## src/acr_pkg.sv

```systemverilog
// Purpose: constants and types for the converter readout timing block
// Assumes: 25 MHz ref_clk_i; shift clock sampled as a plain input
// Notes:   Behaviour list below
//
// Behaviour
// (RULE_01) host keeps sample rate within limits
// (RULE_02) host spaces convert edges by tCYC
// (RULE_03) conversion lasts 500 ns per channel minus 40; one channel keeps busy for 11 cycles (440 ns) here
// (RULE_04) host keeps interface quiet after convert
// (RULE_05) first data valid by busy fall
// (RULE_06) host shift clock period at least 10 ns
// (RULE_07) outputs enabled soon after select falls
// (RULE_08) outputs released soon after select rises
// (RULE_09) convert edge holds samples, starts conversion
// (RULE_10) busy high during conversion, echo clock low
// (RULE_11) power down ignores converts; twice resets
// (RULE_12) host shifts 6-bit range word in
// (RULE_13) host waits for busy before readout
package acr_pkg;
  // ---------------------------------------------------------------
  // timing
  // ---------------------------------------------------------------
  localparam int CLK_NS       = 40;
  localparam int CONV_CH_NS   = 500;
  localparam int CONV_OFS_NS  = 40;
  localparam int CONV1_NS     = CONV_CH_NS - CONV_OFS_NS;
  localparam int CONV2_NS     = 2 * CONV_CH_NS - CONV_OFS_NS;
  localparam int CONV1_CYC    = (CONV1_NS / CLK_NS) < 1 ? 1 : CONV1_NS / CLK_NS;
  localparam int CONV2_CYC    = (CONV2_NS / CLK_NS) < 1 ? 1 : CONV2_NS / CLK_NS;
  localparam int PUSH_LEAD    = 2;
  localparam int CNT_W        = 6;
  // ---------------------------------------------------------------
  // data layout
  // ---------------------------------------------------------------
  localparam int RES_W        = 18;
  localparam int CFG_W        = 6;
  localparam int WORD_W       = 24;
  localparam int BIT_W        = 5;
  localparam logic [CFG_W-1:0] CFG_RST = 6'h3F;
  localparam int FIFO_DEPTH   = 8;

  typedef enum logic [1:0] {
    ACR_IDLE = 2'b00,
    ACR_CONV = 2'b01,
    ACR_DOWN = 2'b10
  } acr_state_t;

  typedef struct packed {
    logic [RES_W-1:0] ch0;
    logic [RES_W-1:0] ch1;
  } acr_sample_t;

  typedef struct packed {
    logic ser0;
    logic ser1;
    logic ser_oe_n;
    logic echo;
  } acr_serial_t;
endpackage

```

## src/acr_fifo.sv

```systemverilog
// Purpose: small valid/ready FIFO for conversion results
// Assumes: single clock
// Notes:   honest full and empty
`timescale 1ns/100ps
module acr_fifo #(
  parameter int W = 8,
  parameter int D = 8
) (
  input  wire logic         ref_clk_i,
  input  wire logic         rst_n_i,
  input  wire logic         in_valid_i,
  output logic              in_ready_o,
  input  wire logic [W-1:0] in_data_i,
  output logic              out_valid_o,
  input  wire logic         out_ready_i,
  output logic [W-1:0]      out_data_o
);
  localparam int AW = $clog2(D);
  typedef struct packed {
    logic [AW-1:0] wp;
    logic [AW-1:0] rp;
    logic [AW:0]   cnt;
  } acr_fifo_st_t;
  acr_fifo_st_t s_q, s_d;
  logic [W-1:0] mem_q [D];
  logic wr, rd;
  assign in_ready_o  = (s_q.cnt != (AW+1)'(D));
  assign out_valid_o = (s_q.cnt != '0);
  assign out_data_o  = mem_q[s_q.rp];
  assign wr = in_valid_i && in_ready_o;
  assign rd = out_valid_o && out_ready_i;
  always_comb begin
    s_d = s_q;
    if (wr) s_d.wp = s_q.wp + 1'b1;
    if (rd) s_d.rp = s_q.rp + 1'b1;
    s_d.cnt = s_q.cnt + (AW+1)'(wr) - (AW+1)'(rd);
  end
  always_ff @(posedge ref_clk_i or negedge rst_n_i) begin
    if (!rst_n_i) s_q <= '0;
    else s_q <= s_d;
  end
  always_ff @(posedge ref_clk_i) begin
    if (wr) mem_q[s_q.wp] <= in_data_i;
  end
endmodule // acr_fifo

```

## src/acr_core.sv

```systemverilog
// Purpose: convert sequencing, busy, power down and serial readout
// Assumes: pins sampled by ref_clk_i through two flip-flops
// Notes:   results are buffered in a FIFO ahead of readout
`timescale 1ns/100ps
module acr_core
  import acr_pkg::*;
(
  input  wire logic                 ref_clk_i,
  input  wire logic                 rst_n_i,
  input  wire logic                 convert_start_i,
  input  wire logic                 power_down_in_i,
  input  wire logic                 select_n_i,
  input  wire logic                 shift_clock_in_i,
  input  wire logic                 config_data_in_i,
  input  wire logic                 two_ch_i,
  input  wire logic                 diff_mode_i,
  input  wire acr_pkg::acr_sample_t sample_i,
  output logic                      busy_o,
  output acr_pkg::acr_serial_t      serial_o,
  output logic [acr_pkg::CFG_W-1:0] range_cfg_o,
  output logic                      global_reset_o,
  output logic                      result_drop_o
);
  import acr_pkg::*;

  typedef struct packed {
    logic [4:0]       s1;
    logic [4:0]       s2;
    logic             cnv_p;
    logic             pd_p;
    logic             sck_p;
    acr_state_t       st;
    logic [CNT_W-1:0] cnt;
    logic             pd_pend;
    logic             pd_armed;
    logic             grst;
    acr_sample_t      held;
    logic [WORD_W-1:0] sh0;
    logic [WORD_W-1:0] sh1;
    logic [CFG_W-1:0] cfg_sh;
    logic [CFG_W-1:0] cfg;
    logic             busy;
    logic             echo;
    logic             oe_n;
    logic             push;
    logic             two;
    logic [CNT_W-1:0] bcnt;
  } acr_core_st_t;
  acr_core_st_t s_q, s_d;

  logic        f_ready, f_valid, pop;
  acr_sample_t f_data;

  // ---------------------------------------------------------------
  // result buffer
  // ---------------------------------------------------------------
  acr_fifo #(.W($bits(acr_sample_t)), .D(FIFO_DEPTH)) u_fifo (
    .ref_clk_i   (ref_clk_i),
    .rst_n_i     (rst_n_i),
    .in_valid_i  (s_q.push),
    .in_ready_o  (f_ready),
    .in_data_i   (s_q.held),
    .out_valid_o (f_valid),
    .out_ready_i (pop),
    .out_data_o  (f_data)
  );

  logic convert_start, pd, sck, cs_n, config_data_in, cnv_rise, pd_rise, sck_rise;
  assign convert_start  = s_q.s2[0];
  assign pd   = s_q.s2[1];
  assign sck  = s_q.s2[2];
  assign cs_n = s_q.s2[3];
  assign config_data_in  = s_q.s2[4];
  assign cnv_rise = convert_start && !s_q.cnv_p;
  assign pd_rise  = pd && !s_q.pd_p;
  assign sck_rise = sck && !s_q.sck_p && !cs_n;
  // load a word while the bus is deselected
  assign pop = f_valid && cs_n && (s_q.st != ACR_CONV || s_q.cnt == '0); // RULE_05

  // ---------------------------------------------------------------
  // next state
  // ---------------------------------------------------------------
  always_comb begin
    s_d = s_q;
    s_d.s1 = {config_data_in_i, select_n_i, shift_clock_in_i,
              power_down_in_i, convert_start_i};
    s_d.s2 = s_q.s1;
    s_d.cnv_p = convert_start;
    s_d.pd_p  = pd;
    s_d.sck_p = sck;
    s_d.push = 1'b0;
    s_d.grst = 1'b0;
    s_d.oe_n = cs_n; // RULE_07 RULE_08
    if (pd_rise) begin
      s_d.pd_pend = 1'b1;
      if (s_q.pd_armed) s_d.grst = 1'b1; // RULE_11
      s_d.pd_armed = 1'b1;
    end
    unique case (s_q.st)
      ACR_IDLE: begin
        if (cnv_rise) begin // RULE_09
          s_d.held = sample_i;
          s_d.two  = two_ch_i;
          s_d.st   = ACR_CONV;
          s_d.busy = 1'b1; // RULE_10
          s_d.pd_armed = 1'b0;
          s_d.cnt  = two_ch_i ? CNT_W'(CONV2_CYC - 1) : CNT_W'(CONV1_CYC - 1); // RULE_03
        end else if (s_q.pd_pend || pd_rise) begin
          s_d.st = ACR_DOWN;
        end
      end
      ACR_CONV: begin
        if (s_q.cnt == '0) begin
          s_d.busy = 1'b0; // RULE_10
          s_d.echo = 1'b0; // RULE_10
          s_d.st   = (s_q.pd_pend || pd_rise) ? ACR_DOWN : ACR_IDLE; // RULE_11
        end else begin
          s_d.cnt = s_q.cnt - 1'b1;
          // push early so the word meets the shift register at busy fall
          if (s_q.cnt == CNT_W'(PUSH_LEAD)) s_d.push = 1'b1; // RULE_05
        end
      end
      ACR_DOWN: begin
        s_d.pd_pend = 1'b0;
        if (!pd && !s_q.pd_pend) s_d.st = ACR_IDLE; // RULE_11
      end
      default: s_d.st = ACR_IDLE;
    endcase
    if (s_q.grst) begin
      s_d.cfg = CFG_RST;
      s_d.st  = ACR_IDLE;
      s_d.busy = 1'b0;
      s_d.pd_armed = 1'b0;
    end
    if (pop) begin
      s_d.sh0 = {f_data.ch0, s_q.cfg};
      s_d.sh1 = {f_data.ch1, s_q.cfg};
    end else if (sck_rise) begin
      s_d.sh0 = {s_q.sh0[WORD_W-2:0], 1'b0};
      s_d.sh1 = {s_q.sh1[WORD_W-2:0], 1'b0};
      s_d.echo = !s_q.echo;
      s_d.cfg_sh = {s_q.cfg_sh[CFG_W-2:0], config_data_in};
    end
    if (s_q.busy && !s_d.busy) s_d.echo = 1'b0; // RULE_10
    if (cs_n && !s_q.oe_n) s_d.cfg = s_q.cfg_sh;
    s_d.bcnt = s_q.busy ? s_q.bcnt + 1'b1 : '0;
  end

  always_ff @(posedge ref_clk_i or negedge rst_n_i) begin
    if (!rst_n_i) begin
      s_q <= '0;
      s_q.oe_n <= 1'b1;
      s_q.cfg <= CFG_RST;
      s_q.s1 <= 5'h08;
      s_q.s2 <= 5'h08;
    end else begin
      s_q <= s_d;
    end
  end

  assign busy_o          = s_q.busy;
  assign serial_o.ser0   = s_q.sh0[WORD_W-1];
  assign serial_o.ser1   = s_q.sh1[WORD_W-1];
  assign serial_o.ser_oe_n = s_q.oe_n;
  assign serial_o.echo   = s_q.echo;
  assign range_cfg_o     = s_q.cfg;
  assign global_reset_o  = s_q.grst;
  assign result_drop_o   = s_q.push && !f_ready;
endmodule // acr_core

```

## config.mk

```make
export PLATFORM = sky130hd
export DESIGN_NAME = acr_core
export DESIGN_NICKNAME = d
export VERILOG_FILES = /design/src/acr_pkg.sv /design/src/acr_fifo.sv /design/src/acr_core.sv
export SDC_FILE = /design/constraint.sdc
export NUM_CORES = 1
export LEC_CHECK = 0
export ABC_AREA = 0
export BUFFER_PORTS_ARGS = -buffer_cell sky130_fd_sc_hd__buf_4
export CAP_MARGIN = 20
export CORE_AREA = 5 5 172 174
export DETAILED_ROUTE_END_ITERATION = 8
export DIE_AREA = 0 0 177 179
export PLACE_DENSITY = 0.85
export SYNTH_ARGS = -nofsm -noshare
export SYNTH_HDL_FRONTEND = slang
export SYNTH_SLANG_ARGS = --single-unit
```

## constraint.sdc

```tcl
create_clock -name ref_clk_i -period 6.56 [get_ports ref_clk_i]
set_input_delay 1.312 -clock ref_clk_i [delete_from_list [all_inputs] [get_ports ref_clk_i]]
set_output_delay 1.312 -clock ref_clk_i [all_outputs]
set_load 0.05 [all_outputs]
```

==> flow_summary.json, run 1 <==
{
  "regToRegEndpoint": "u_fifo.s_q[2]",
  "synth-compound-area-share_pct": 3.85,
  "route.detailed.wl_per_inst_um": 24.3,
  "detailedRoute.firstIterationViolations": 999,
  "drv.max_cap_violation_count": 0,
  "tightest_slew_ps": 1080,
  "die_width_um": 177,
  "number_of_top_level_pins": 58,
  "cts.sinks": 416,
  "min_delay_worst_endpoint": "s_d[118]",
  "route.antenna.remaining_nets": 0,
  "syn_area_um2": 16100,
  "grt_pass1_wl_mm": 49.8,
  "r2r.worst_path.cells": 13,
  "post_synth.cell_area_avg_um2": 19.2,
  "antenna_violations_before_repair": 0,
  "fin_skew_ps": 22.8,
  "vdd_ir_drop_max_v": 0.000257,
  "dp_cells": 1232,
  "met2_usage_pct": 34.6,
  "r2r_slack_ps": 3270,
  "fill_cells": 1802,
  "synth-seq-cells": 416,
  "finalHoldViolations": 0,
  "ys_seq_area_share_pct": 73.7,
  "synth_mux_area_share_pct": 15.4,
  "finalWirelength_mm": 31.7,
  "synth_async_sr_flop_share_pct": 30.8,
  "die_area_um2": 31700,
  "cts.clk_slew.worst_paths_ps": 60,
  "ys.warnings.count": 0,
  "dr.pass1.iters": 8,
  "leakagePower_nw": 6.49,
  "number_of_buffer_cells_added_on_primary_ports": 56,
  "fin_setup_tns_ps": 0,
  "time_the_final_worst_path_needs_with_i_o_delays_and_setup_ps": 3290,
  "dominant_combinational_cell_family_by_area_after_synthesis": "multiplexers",
  "hold_class": "reg2reg",
  "worst_skew_pair.late_latency_ps": 530,
  "num_vias": 8121,
  "layout_commonest_cell": "edfxtp_1",
  "grt_util_all_layers_pct": 20.7,
  "route.detailed.drc": 0,
  "floorplan.initialDensity_pct": 58.2,
  "yosys.area_share.adder_pct": 0.980,
  "clock_tree.htree_level_count": 2,
  "ff_latch_area_um2": 11900,
  "critical_path.reg2reg.startpoint": "s_q[110]",
  "clockBufferDepth": 3,
  "syn-instance-count": 836,
  "place.gp.congestion": 0.791,
  "detail_route.vias_per_cell": 6.22,
  "launching_element_type_of_the_critical_path": "register",
  "vias_in_the_first_global_route": 8592,
  "cts_resized": 0,
  "cts_root_buffer": "clkbuf_16",
  "hold-path-cell-count": 0,
  "synth_flop_cell": "edfxtp_1",
  "dp_hpwl_mm": 16.3,
  "floorplan.die.height_um": 179,
  "worst_ep_required_time_ps": 6960,
  "setup-violations-final": 0,
  "total_area_of_multi_input_combinational_cells_um2": 3980,
  "min-delay-start": "s_d[123]",
  "number_of_enable_flip_flop_cells_after_synthesis": 288,
  "yosys.area_share.xor_xnor_pct": 0.435,
  "postCtsHoldBufs": 0,
  "numCtsBuffers": 40,
  "mappedNetlistNets": 893,
  "unrepaired_setup_endpoints_after_global_routing": "no",
  "pin_count_of_the_biggest_net_entering_global_routing": 74,
  "fmaxAchievable_ghz": 0.304,
  "cts.repair_timing.setup_buffer_count": 0,
  "global_route.usage.met1_pct": 28.5,
  "end_kind": "register",
  "grt-busiest-layer": "met2",
  "power_per_cell_area_nw_per_um2": 440,
  "type_of_the_setup_path_with_the_least_slack": "reg2reg",
  "layout.cells.most_common_list": "edfxtp_1, dfrtp_1, mux4_2, buf_4, mux2_2",
  "cts_tree": "yes",
  "outcome": "complete, no violations",
  "insertedDiodeCount": 0,
  "placeableCoreArea_um2": 27600,
  "post_synthesis_share_of_cell_area_spent_on_and_or_nand_and_nor_gates_pct": 3.50,
  "share_of_the_cycle_needed_by_the_critical_path_after_routing_pct": 50.2,
  "drive_above_1_share_pct": 29.7,
  "final-max-slew-violation-count": 0,
  "syn2layout_area_growth_pct": 12.8,
  "overflow": 0,
  "rows": 61,
  "finish.cell_count_without_fillers": 1305,
  "use_met3_pct": 3.21,
  "critical_path_arrival_ps": 3690,
  "yosysUniqueCellTypes": 44,
  "worst_slew_margin_rel_pct": 28.2,
  "nets": 953,
  "critical_path_peak_fanout": 41
}
[per-layer routing]
layer / vias up / routed length (um)
met2: 385 / 16000
met1: 4228 / 12700
met3: 67 / 2220
met5: - / 0
met4: 0 / 847
li1: 3441 / -
[cell families (layout without fill, tap and decap cells)]
kind of cell	Yosys count	count (layout)
flops	416	416
mux	152	152
simple gates	110	110
compound gates	73	73
buf+inv	65	156
fa+ha+maj	12	12
xor+xnor	8	8
[layout make-up]
cell class              count  share of cell area [%]
clock buffers              54                    5.97
clock inverters            19                   0.875
inverters                  10                   0.207
multi-input cells         355                    21.9
flip-flops and latches    416                    65.4
well taps                 378                    2.61
repair buffers             73                    3.04
[worst max-delay path by stage]
stage / start / to / depth (start not counted)
2_1_floorplan: u_fifo.s_q[2] / u_fifo.mem_q[1][0] / 5
3_3_place_gp: s_q[110] / u_fifo.s_q[2] / 13
3_5_place_dp: s_q[110] / u_fifo.s_q[2] / 13
4_1_cts: s_q[110] / u_fifo.s_q[2] / 13
5_1_grt: s_q[110] / u_fifo.s_q[2] / 13
6_report: s_q[110] / u_fifo.s_q[2] / 13
[metrics by stage]
stage / worst slack (ps) / hold slack [ps] / power, W / utilization [%] / area (um2)
finish: 3270 / 348 / 0.00798 / 65.7 / 18200
global route: 3100 / 355 / 0.00836 / 65.7 / 18200
CTS: 3310 / 348 / 0.00804 / 65.7 / 18200
detailed placement: 3470 / 335 / 0.00581 / 61.2 / 16900
global placement: 3490 / 334 / 0.00569 / 61.2 / 16900
floorplan: 2540 / 331 / 0.00531 / - / 16100
[cell usage after synthesis (2+ instances only)]
cell type / count / area share, %
nand2_1: 12 / 0.28
inv_1: 10 / 0.23
mux4_2: 72 / 10
ha_1: 11 / 0.86
nand2b_1: 6 / 0.23
buf_4: 15 / 0.70
a31oi_1: 4 / 0.16
a21oi_1: 6 / 0.19
nor3_1: 39 / 1.2
xor2_1: 4 / 0.22
nor2_1: 25 / 0.58
mux2_2: 46 / 3.2
o22a_1: 4 / 0.22
buf_1: 10 / 0.23
clkbuf_1: 17 / 0.40
and2_1: 7 / 0.27
dfstp_2: 9 / 1.5
a221o_1: 41 / 2.6
nor2b_1: 5 / 0.19
edfxtp_1: 288 / 54
dfrtp_1: 119 / 19
o21ai_0: 9 / 0.28
buf_2: 11 / 0.34
mux2i_1: 34 / 2.1
xnor2_1: 4 / 0.22
nor3b_1: 3 / 0.14
nand3_1: 4 / 0.12
and3_1: 2 / 0.078
a21o_1: 3 / 0.14
or3_1: 2 / 0.078
[critical path, cell delays in order, from the launching register on]
cell and delay, ps:
dfrtp_1 440, inv_1 110, ha_1 220, nor3b_2 200, a21oi_4 120, buf_4 490
nor2_1 140, buf_4 240, ha_1 320, inv_1 80, ha_1 180, inv_1 70
fa_1 420, xnor2_1 140
[flip-flops by register name, summed over array words and instances, names as in the netlist]
name and flops:
global_reset_o 1, u_fifo.mem_q 288, cs_n 1, serial_o 4
busy_o 1, s_d 6, s_q 96, range_cfg_o 6
u_fifo.s_q 10, pd 1, convert_start 1, config_data_in 1
[power breakdown]
group          leakage, nW  switching [W]  internal, W  total (W)
Sequential            4.12       0.000563      0.00345    0.00401
Clock                0.608       0.000944      0.00124    0.00219
Combinational         1.77       0.000842     0.000942    0.00178
Total                 6.49        0.00235      0.00563    0.00798
(Power assumes the default switching activity.)
==> inputs of run 2 (changes only) <==
--- a/config.mk
+++ b/config.mk
@@ -8,10 +8,10 @@
 export ABC_AREA = 0
 export BUFFER_PORTS_ARGS = -buffer_cell sky130_fd_sc_hd__buf_4
 export CAP_MARGIN = 20
-export CORE_AREA = 5 5 172 174
+export CORE_AREA = 5 5 178 180
 export DETAILED_ROUTE_END_ITERATION = 8
-export DIE_AREA = 0 0 177 179
-export PLACE_DENSITY = 0.85
+export DIE_AREA = 0 0 183 185
+export PLACE_DENSITY = 0.84
 export SYNTH_ARGS = -nofsm -noshare
 export SYNTH_HDL_FRONTEND = slang
 export SYNTH_SLANG_ARGS = --single-unit
==> constraint.sdc (replaced) <==
create_clock -name ref_clk_i -period 2.65 [get_ports ref_clk_i]
set_input_delay 0.53 -clock ref_clk_i [delete_from_list [all_inputs] [get_ports ref_clk_i]]
set_output_delay 0.53 -clock ref_clk_i [all_outputs]
set_load 0.05 [all_outputs]
==> flow_summary.json, run 2 (synthesis gave the netlist of run 1 again) <==
{
  "route.detailed.drc": 0,
  "cts_root_buffer": "clkbuf_16",
  "tightest_slew_ps": 863,
  "pin_count_of_the_biggest_net_entering_global_routing": 74,
  "finalWirelength_mm": 31.5,
  "rows": 64,
  "largest_register_ff_count": 288,
  "place.gp.congestion": 0.726,
  "overflow": 0,
  "finalHoldViolations": 0,
  "die_width_um": 183,
  "numCtsBuffers": 41,
  "grt_util_all_layers_pct": 19.0,
  "vdd_ir_drop_max_v": 0.000816,
  "num_vias": 8073,
  "setup-violations-final": 0,
  "fin_setup_tns_ps": 0,
  "hold_class": "in2reg",
  "outcome": "complete, no violations",
  "worst_ep_required_time_ps": 3120,
  "dp_hpwl_mm": 16.5,
  "clock_tree.htree_level_count": 2,
  "cp_common_cell": "buf_4",
  "antenna_violations_before_repair": 0,
  "cts.clk_slew.worst_paths_ps": 60,
  "drv.max_cap_violation_count": 0,
  "share_of_the_cycle_needed_by_the_critical_path_after_routing_pct": 93.2,
  "type_of_the_setup_path_with_the_least_slack": "reg2reg",
  "detailedPlace.worstSlack_ps": 231,
  "critical_path_peak_fanout": 23,
  "launching_element_type_of_the_critical_path": "register",
  "layout_commonest_cell": "edfxtp_1",
  "critical_path_arrival_ps": 2940,
  "largest-register": "u_fifo.mem_q",
  "r2r.worst_path.cells": 8,
  "min_delay_worst_endpoint": "s_d[122]",
  "floorplan.initialDensity_pct": 53.6,
  "cts_tree": "yes",
  "worst_slew_margin_rel_pct": 41.6,
  "vias_in_the_first_global_route": 8549,
  "timing.critical_path.slowest_cell_delay_ps": 600,
  "end_kind": "register",
  "fill_cells": 2019,
  "report.power.total_w": 0.0202,
  "route.antenna.remaining_nets": 0,
  "crit_family": "compound AO/OA/AOI/OAI gates",
  "clockBufferDepth": 3,
  "path_buf_inv": 3,
  "biggestRegsByFlops": "u_fifo.mem_q (288), s_q (96), u_fifo.s_q (10)",
  "r2r_slack_ps": 180,
  "power_per_cell_area_nw_per_um2": 1090,
  "dr.pass1.iters": 5,
  "layout.cells.most_common_list": "edfxtp_1, dfrtp_1, mux4_2",
  "fmaxAchievable_ghz": 0.405,
  "time_the_final_worst_path_needs_with_i_o_delays_and_setup_ps": 2470,
  "final-max-slew-violation-count": 0,
  "regToRegEndpoint": "s_q[39]",
  "die_area_um2": 33900,
  "number_of_buffer_cells_added_on_primary_ports": 56,
  "syn2layout_area_growth_pct": 15.5,
  "cts.sinks": 416,
  "cts.repair_timing.setup_buffer_count": 0,
  "hold-path-cell-count": 1,
  "worst_skew_pair.late_latency_ps": 560,
  "unrepaired_setup_endpoints_after_global_routing": "no",
  "route.detailed.wl_per_inst_um": 23.6,
  "drive_above_1_share_pct": 31.1,
  "leakagePower_nw": 6.64,
  "detail_route.vias_per_cell": 6.05,
  "critical_path.reg2reg.startpoint": "s_q[110]",
  "placeableCoreArea_um2": 30000,
  "path_cells": "inv_1 > ha_1 > nor3b_2 > buf_4 > a21o_1 > a21oi_4 > buf_4 > a221o_1",
  "grt_pass1_wl_mm": 49.5,
  "floorplan.die.height_um": 185,
  "nets": 964,
  "finish.instance_area_um2": 18600,
  "fin_skew_ps": 27.3,
  "detailedRoute.firstIterationViolations": 603,
  "setup_slack_ps": 180,
  "placed_area_um2": 17200,
  "min-delay-start": "power_down_in_i",
  "insertedDiodeCount": 0,
  "number_of_top_level_pins": 58,
  "slowest_stage": "a21oi_4"
}
[run 2: power by group]
part | leakage [nW] | internal [W] | switching (W)
clock | 0.668 | 0.00338 | 0.00241
sequential | 4.12 | 0.00853 | 0.00127
combinational | 1.85 | 0.00247 | 0.00217
total | 6.64 | 0.0144 | 0.00586
[run 2: final cells by class]
type	instances	area, um2	share of cell area (%)
flip-flops and latches	416	11900	63.9
repair buffers	83	817	4.40
clock inverters	17	215	1.16
inverters	10	37.5	0.202
clock buffers	58	1160	6.24
multi-input cells	355	3990	21.5
well taps	396	495	2.67
[run 2: worst max path at each step]
stage | startpoint | end | depth (start not counted)
6_report | s_q[110] | s_q[39] | 8
5_1_grt | s_q[110] | s_q[39] | 8
4_1_cts | s_q[110] | s_q[39] | 8
3_5_place_dp | s_q[110] | serial_o[2] | 8
3_3_place_gp | s_q[110] | u_fifo.s_q[2] | 11
2_1_floorplan | u_fifo.s_q[2] | u_fifo.mem_q[7][0] | 5
[run 2: routing by layer]
| metal | vias up | share of wire (%) | global-route usage, % |
|---|---|---|---|
| li1 | 3476 | - | - |
| met3 | 63 | 6.1 | 3.00 |
| met4 | 0 | 2.4 | 5.93 |
| met2 | 325 | 52 | 32.0 |
| met5 | - | 0 | 0 |
| met1 | 4209 | 40 | 25.9 |
[run 2: stage by stage]
stage,util [%],hold WS (ps),cells
after global placement,57.3,337,1259
after floorplan,-,234,836
after global routing,61.9,75.4,1335
after detailed placement,57.3,336,1259
after CTS,61.9,71.6,1335
final,61.9,95.2,1335
[run 2: worst reg2reg max path: stages, from the launching register on]
cell and delay [ps]:
dfrtp_1 430, inv_1 110, ha_1 210, nor3b_2 180
buf_4 160, a21o_1 220, a21oi_4 610, buf_4 320
a221o_1 180
[run 2: timing repair]
| action | CTS | global route |
|---|---|---|
| hold buffers | 1 | 0 |
| hold endpoints to repair | 42 | 0 |
| resized for setup | 0 | 0 |
| setup endpoints to repair | 0 | 0 |
==> inputs of run 3 (changes only) <==
--- a/config.mk
+++ b/config.mk
@@ -5,13 +5,13 @@
 export SDC_FILE = /design/constraint.sdc
 export NUM_CORES = 1
 export LEC_CHECK = 0
-export ABC_AREA = 0
+export ABC_AREA = 1
 export BUFFER_PORTS_ARGS = -buffer_cell sky130_fd_sc_hd__buf_4
 export CAP_MARGIN = 20
-export CORE_AREA = 5 5 178 180
+export CORE_AREA = 5 5 184 186
 export DETAILED_ROUTE_END_ITERATION = 8
-export DIE_AREA = 0 0 183 185
-export PLACE_DENSITY = 0.84
+export DIE_AREA = 0 0 189 191
+export PLACE_DENSITY = 0.85
 export SYNTH_ARGS = -nofsm -noshare
 export SYNTH_HDL_FRONTEND = slang
 export SYNTH_SLANG_ARGS = --single-unit
==> flow_summary.json, run 3 <==
{
  "pin_count_of_the_biggest_net_entering_global_routing": 146,
  "dr.pass1.iters": 5,
  "hold_class": "in2reg",
  "ys_seq_area_share_pct": 66.9,
  "clock_tree.htree_level_count": 2,
  "floorplan.initialDensity_pct": 55.2,
  "insertedDiodeCount": 0,
  "slowest_stage": "fa_1",
  "die_area_um2": 36100,
  "crit_family": "adder cells",
  "path_cells": "inv_1 > ha_1 > nand3_2 > a21oi_4 > ha_1 > inv_1 > ha_1 > inv_1 > fa_1 > xnor2_1",
  "cts.clk_slew.worst_paths_ps": 70,
  "power_per_cell_area_nw_per_um2": 1030,
  "clockBufferDepth": 3,
  "placeableCoreArea_um2": 32100,
  "synth_flop_cell": "edfxtp_1",
  "post_synth.cell_area_avg_um2": 10.0,
  "synth-seq-cells": 416,
  "final-max-slew-violation-count": 0,
  "timing.critical_path.slowest_cell_delay_ps": 400,
  "worst_skew_pair.late_latency_ps": 540,
  "met2_usage_pct": 38.2,
  "unrepaired_setup_endpoints_after_global_routing": "no",
  "detailedRoute.firstIterationViolations": 1360,
  "grt_pass1_wl_mm": 63.1,
  "setup-violations-final": 0,
  "overflow": 0,
  "largest-register": "u_fifo.mem_q",
  "time_the_final_worst_path_needs_with_i_o_delays_and_setup_ps": 2230,
  "global_route.usage.met1_pct": 27.1,
  "finish.cell_count_without_fillers": 2244,
  "finish.utilization_pct": 62.3,
  "detail_route.vias_per_cell": 5.49,
  "dp_hpwl_mm": 20.9,
  "type_of_the_setup_path_with_the_least_slack": "reg2reg",
  "finalWirelength_mm": 39.5,
  "ff_latch_area_um2": 11900,
  "drv.max_cap_violation_count": 0,
  "syn_area_um2": 17700,
  "route.detailed.wl_per_inst_um": 17.6,
  "yosysUniqueCellTypes": 31,
  "cts_tree": "yes",
  "nets": 1861,
  "numCtsBuffers": 41,
  "fmaxAchievable_ghz": 0.448,
  "tightest_slew_ps": 946,
  "largest_register_ff_count": 288,
  "report.power.total_w": 0.0207,
  "synth_async_sr_flop_share_pct": 30.8,
  "drive_above_1_share_pct": 10.1,
  "dp_cells": 2168,
  "num_vias": 12300,
  "syn-instance-count": 1767,
  "syn2layout_area_growth_pct": 12.9,
  "biggestRegsByFlops": "u_fifo.mem_q (288), s_q (96), u_fifo.s_q (10)",
  "layout_commonest_cell": "nand2_1",
  "fill_cells": 2233,
  "layout.cells.most_common_list": "nand2_1, nand3_1, inv_1",
  "finalHoldViolations": 0,
  "cts.sinks": 416,
  "grt-busiest-layer": "met2",
  "synth_top_cells_by_area": "edfxtp_1, dfrtp_1, nand2_1",
  "share_of_the_cycle_needed_by_the_critical_path_after_routing_pct": 84.3,
  "route.antenna.remaining_nets": 0,
  "critical_path_arrival_ps": 2660,
  "most_instantiated_library_cell_after_synthesis": "nand2_1",
  "path_buf_inv": 3,
  "critical_path_peak_fanout": 6,
  "synth.top_cells.by_count": "nand2_1, nand3_1, inv_1",
  "total_area_of_multi_input_combinational_cells_um2": 4250,
  "leakagePower_nw": 9.12,
  "synth_top_area_share_pct": 48.8,
  "vias_in_the_first_global_route": 12700,
  "number_of_enable_flip_flop_cells_after_synthesis": 288,
  "end_kind": "register",
  "cts.repair_timing.setup_buffer_count": 0,
  "grt_util_all_layers_pct": 21.8,
  "place.gp.congestion": 0.773,
  "synth_largest_area_cell": "edfxtp_1",
  "vdd_ir_drop_max_v": 0.000658,
  "rows": 66,
  "r2r_slack_ps": 420,
  "route.detailed.drc": 0,
  "cts_root_buffer": "clkbuf_16",
  "die_width_um": 189,
  "floorplan.die.height_um": 191,
  "mappedNetlistNets": 1824,
  "use_met3_pct": 3.31,
  "timing.hold.ws_ps": 91.0,
  "fin_skew_ps": 23.0,
  "number_of_buffer_cells_added_on_primary_ports": 56,
  "number_of_top_level_pins": 58,
  "outcome": "complete, no violations",
  "worst_ep_required_time_ps": 3070,
  "worst_slew_margin_rel_pct": 36.9,
  "antenna_violations_before_repair": 0,
  "launching_element_type_of_the_critical_path": "register",
  "ys.warnings.count": 0
}
[run 3: changes by cell type after synthesis, moves of 41 or more]
cell,before,now
a221o_1,41,0
inv_1,10,326
mux4_2,72,0
nand2_1,12,510
nand3_1,4,334
mux2_2,46,0
[run 3: path summary, 6_finish.rpt]
path                            endpoint              from  cells past startpoint
min in group asynchronous    serial_o[0]           rst_n_i                      2
max in group asynchronous       s_d[124]           rst_n_i                      3
min                             s_d[123]  shift_clock_in_i                      1
min reg2reg                           pd          s_d[122]                      0
max reg2reg                u_fifo.s_q[2]          s_q[110]                     10
max                        u_fifo.s_q[2]          s_q[110]                     10
[run 3: area by class of cell]
type,count,share of cell area (%)
Multi-Input combinational cell,930,21.2
Clock buffer,59,5.97
Inverter,331,6.22
Sequential cell,416,59.3
Clock inverter,16,0.681
Tap cell,408,2.55
Timing Repair Buffer,84,4.06
[run 3: logic make-up after synthesis]
logic type / Yosys count / share of synthesized area (%)
AO/OA/AOI/OAI: 25 / 0.797
XOR/XNOR: 4 / 0.198
adder cells (fa/ha/maj): 12 / 0.889
buffers and inverters: 421 / 9.53
flip-flops: 416 / 66.9
AND/OR/NAND/NOR: 889 / 21.7
[run 3: timing repair]
action | CTS | global route
resized for setup | 0 | 0
hold buffers | 1 | 0
hold endpoints to repair | 2 | 0
[run 3: layer usage]
metal  wire length, um  vias up
li1                  -     5704
met1             14600     5866
met2             20200      636
met3              3390      119
met4              1380        0
met5                 0        -
[run 3: where the power goes]
group          switching, W  leakage, nW  internal (W)
Clock               0.00235        0.639       0.00334
Combinational       0.00376         4.32       0.00181
Sequential         0.000994         4.16       0.00846
Total               0.00711         9.12        0.0136
[run 3: through the flow]
step | setup slack [ps] | instance area [um2] | TNS, ps
CTS | 412 | 20000 | 0
floorplan | -308 | 17700 | -44350
finish | 416 | 20000 | 0
detailed placement | 436 | 18700 | 0
global placement | 479 | 18700 | 0
global route | 277 | 20000 | 0
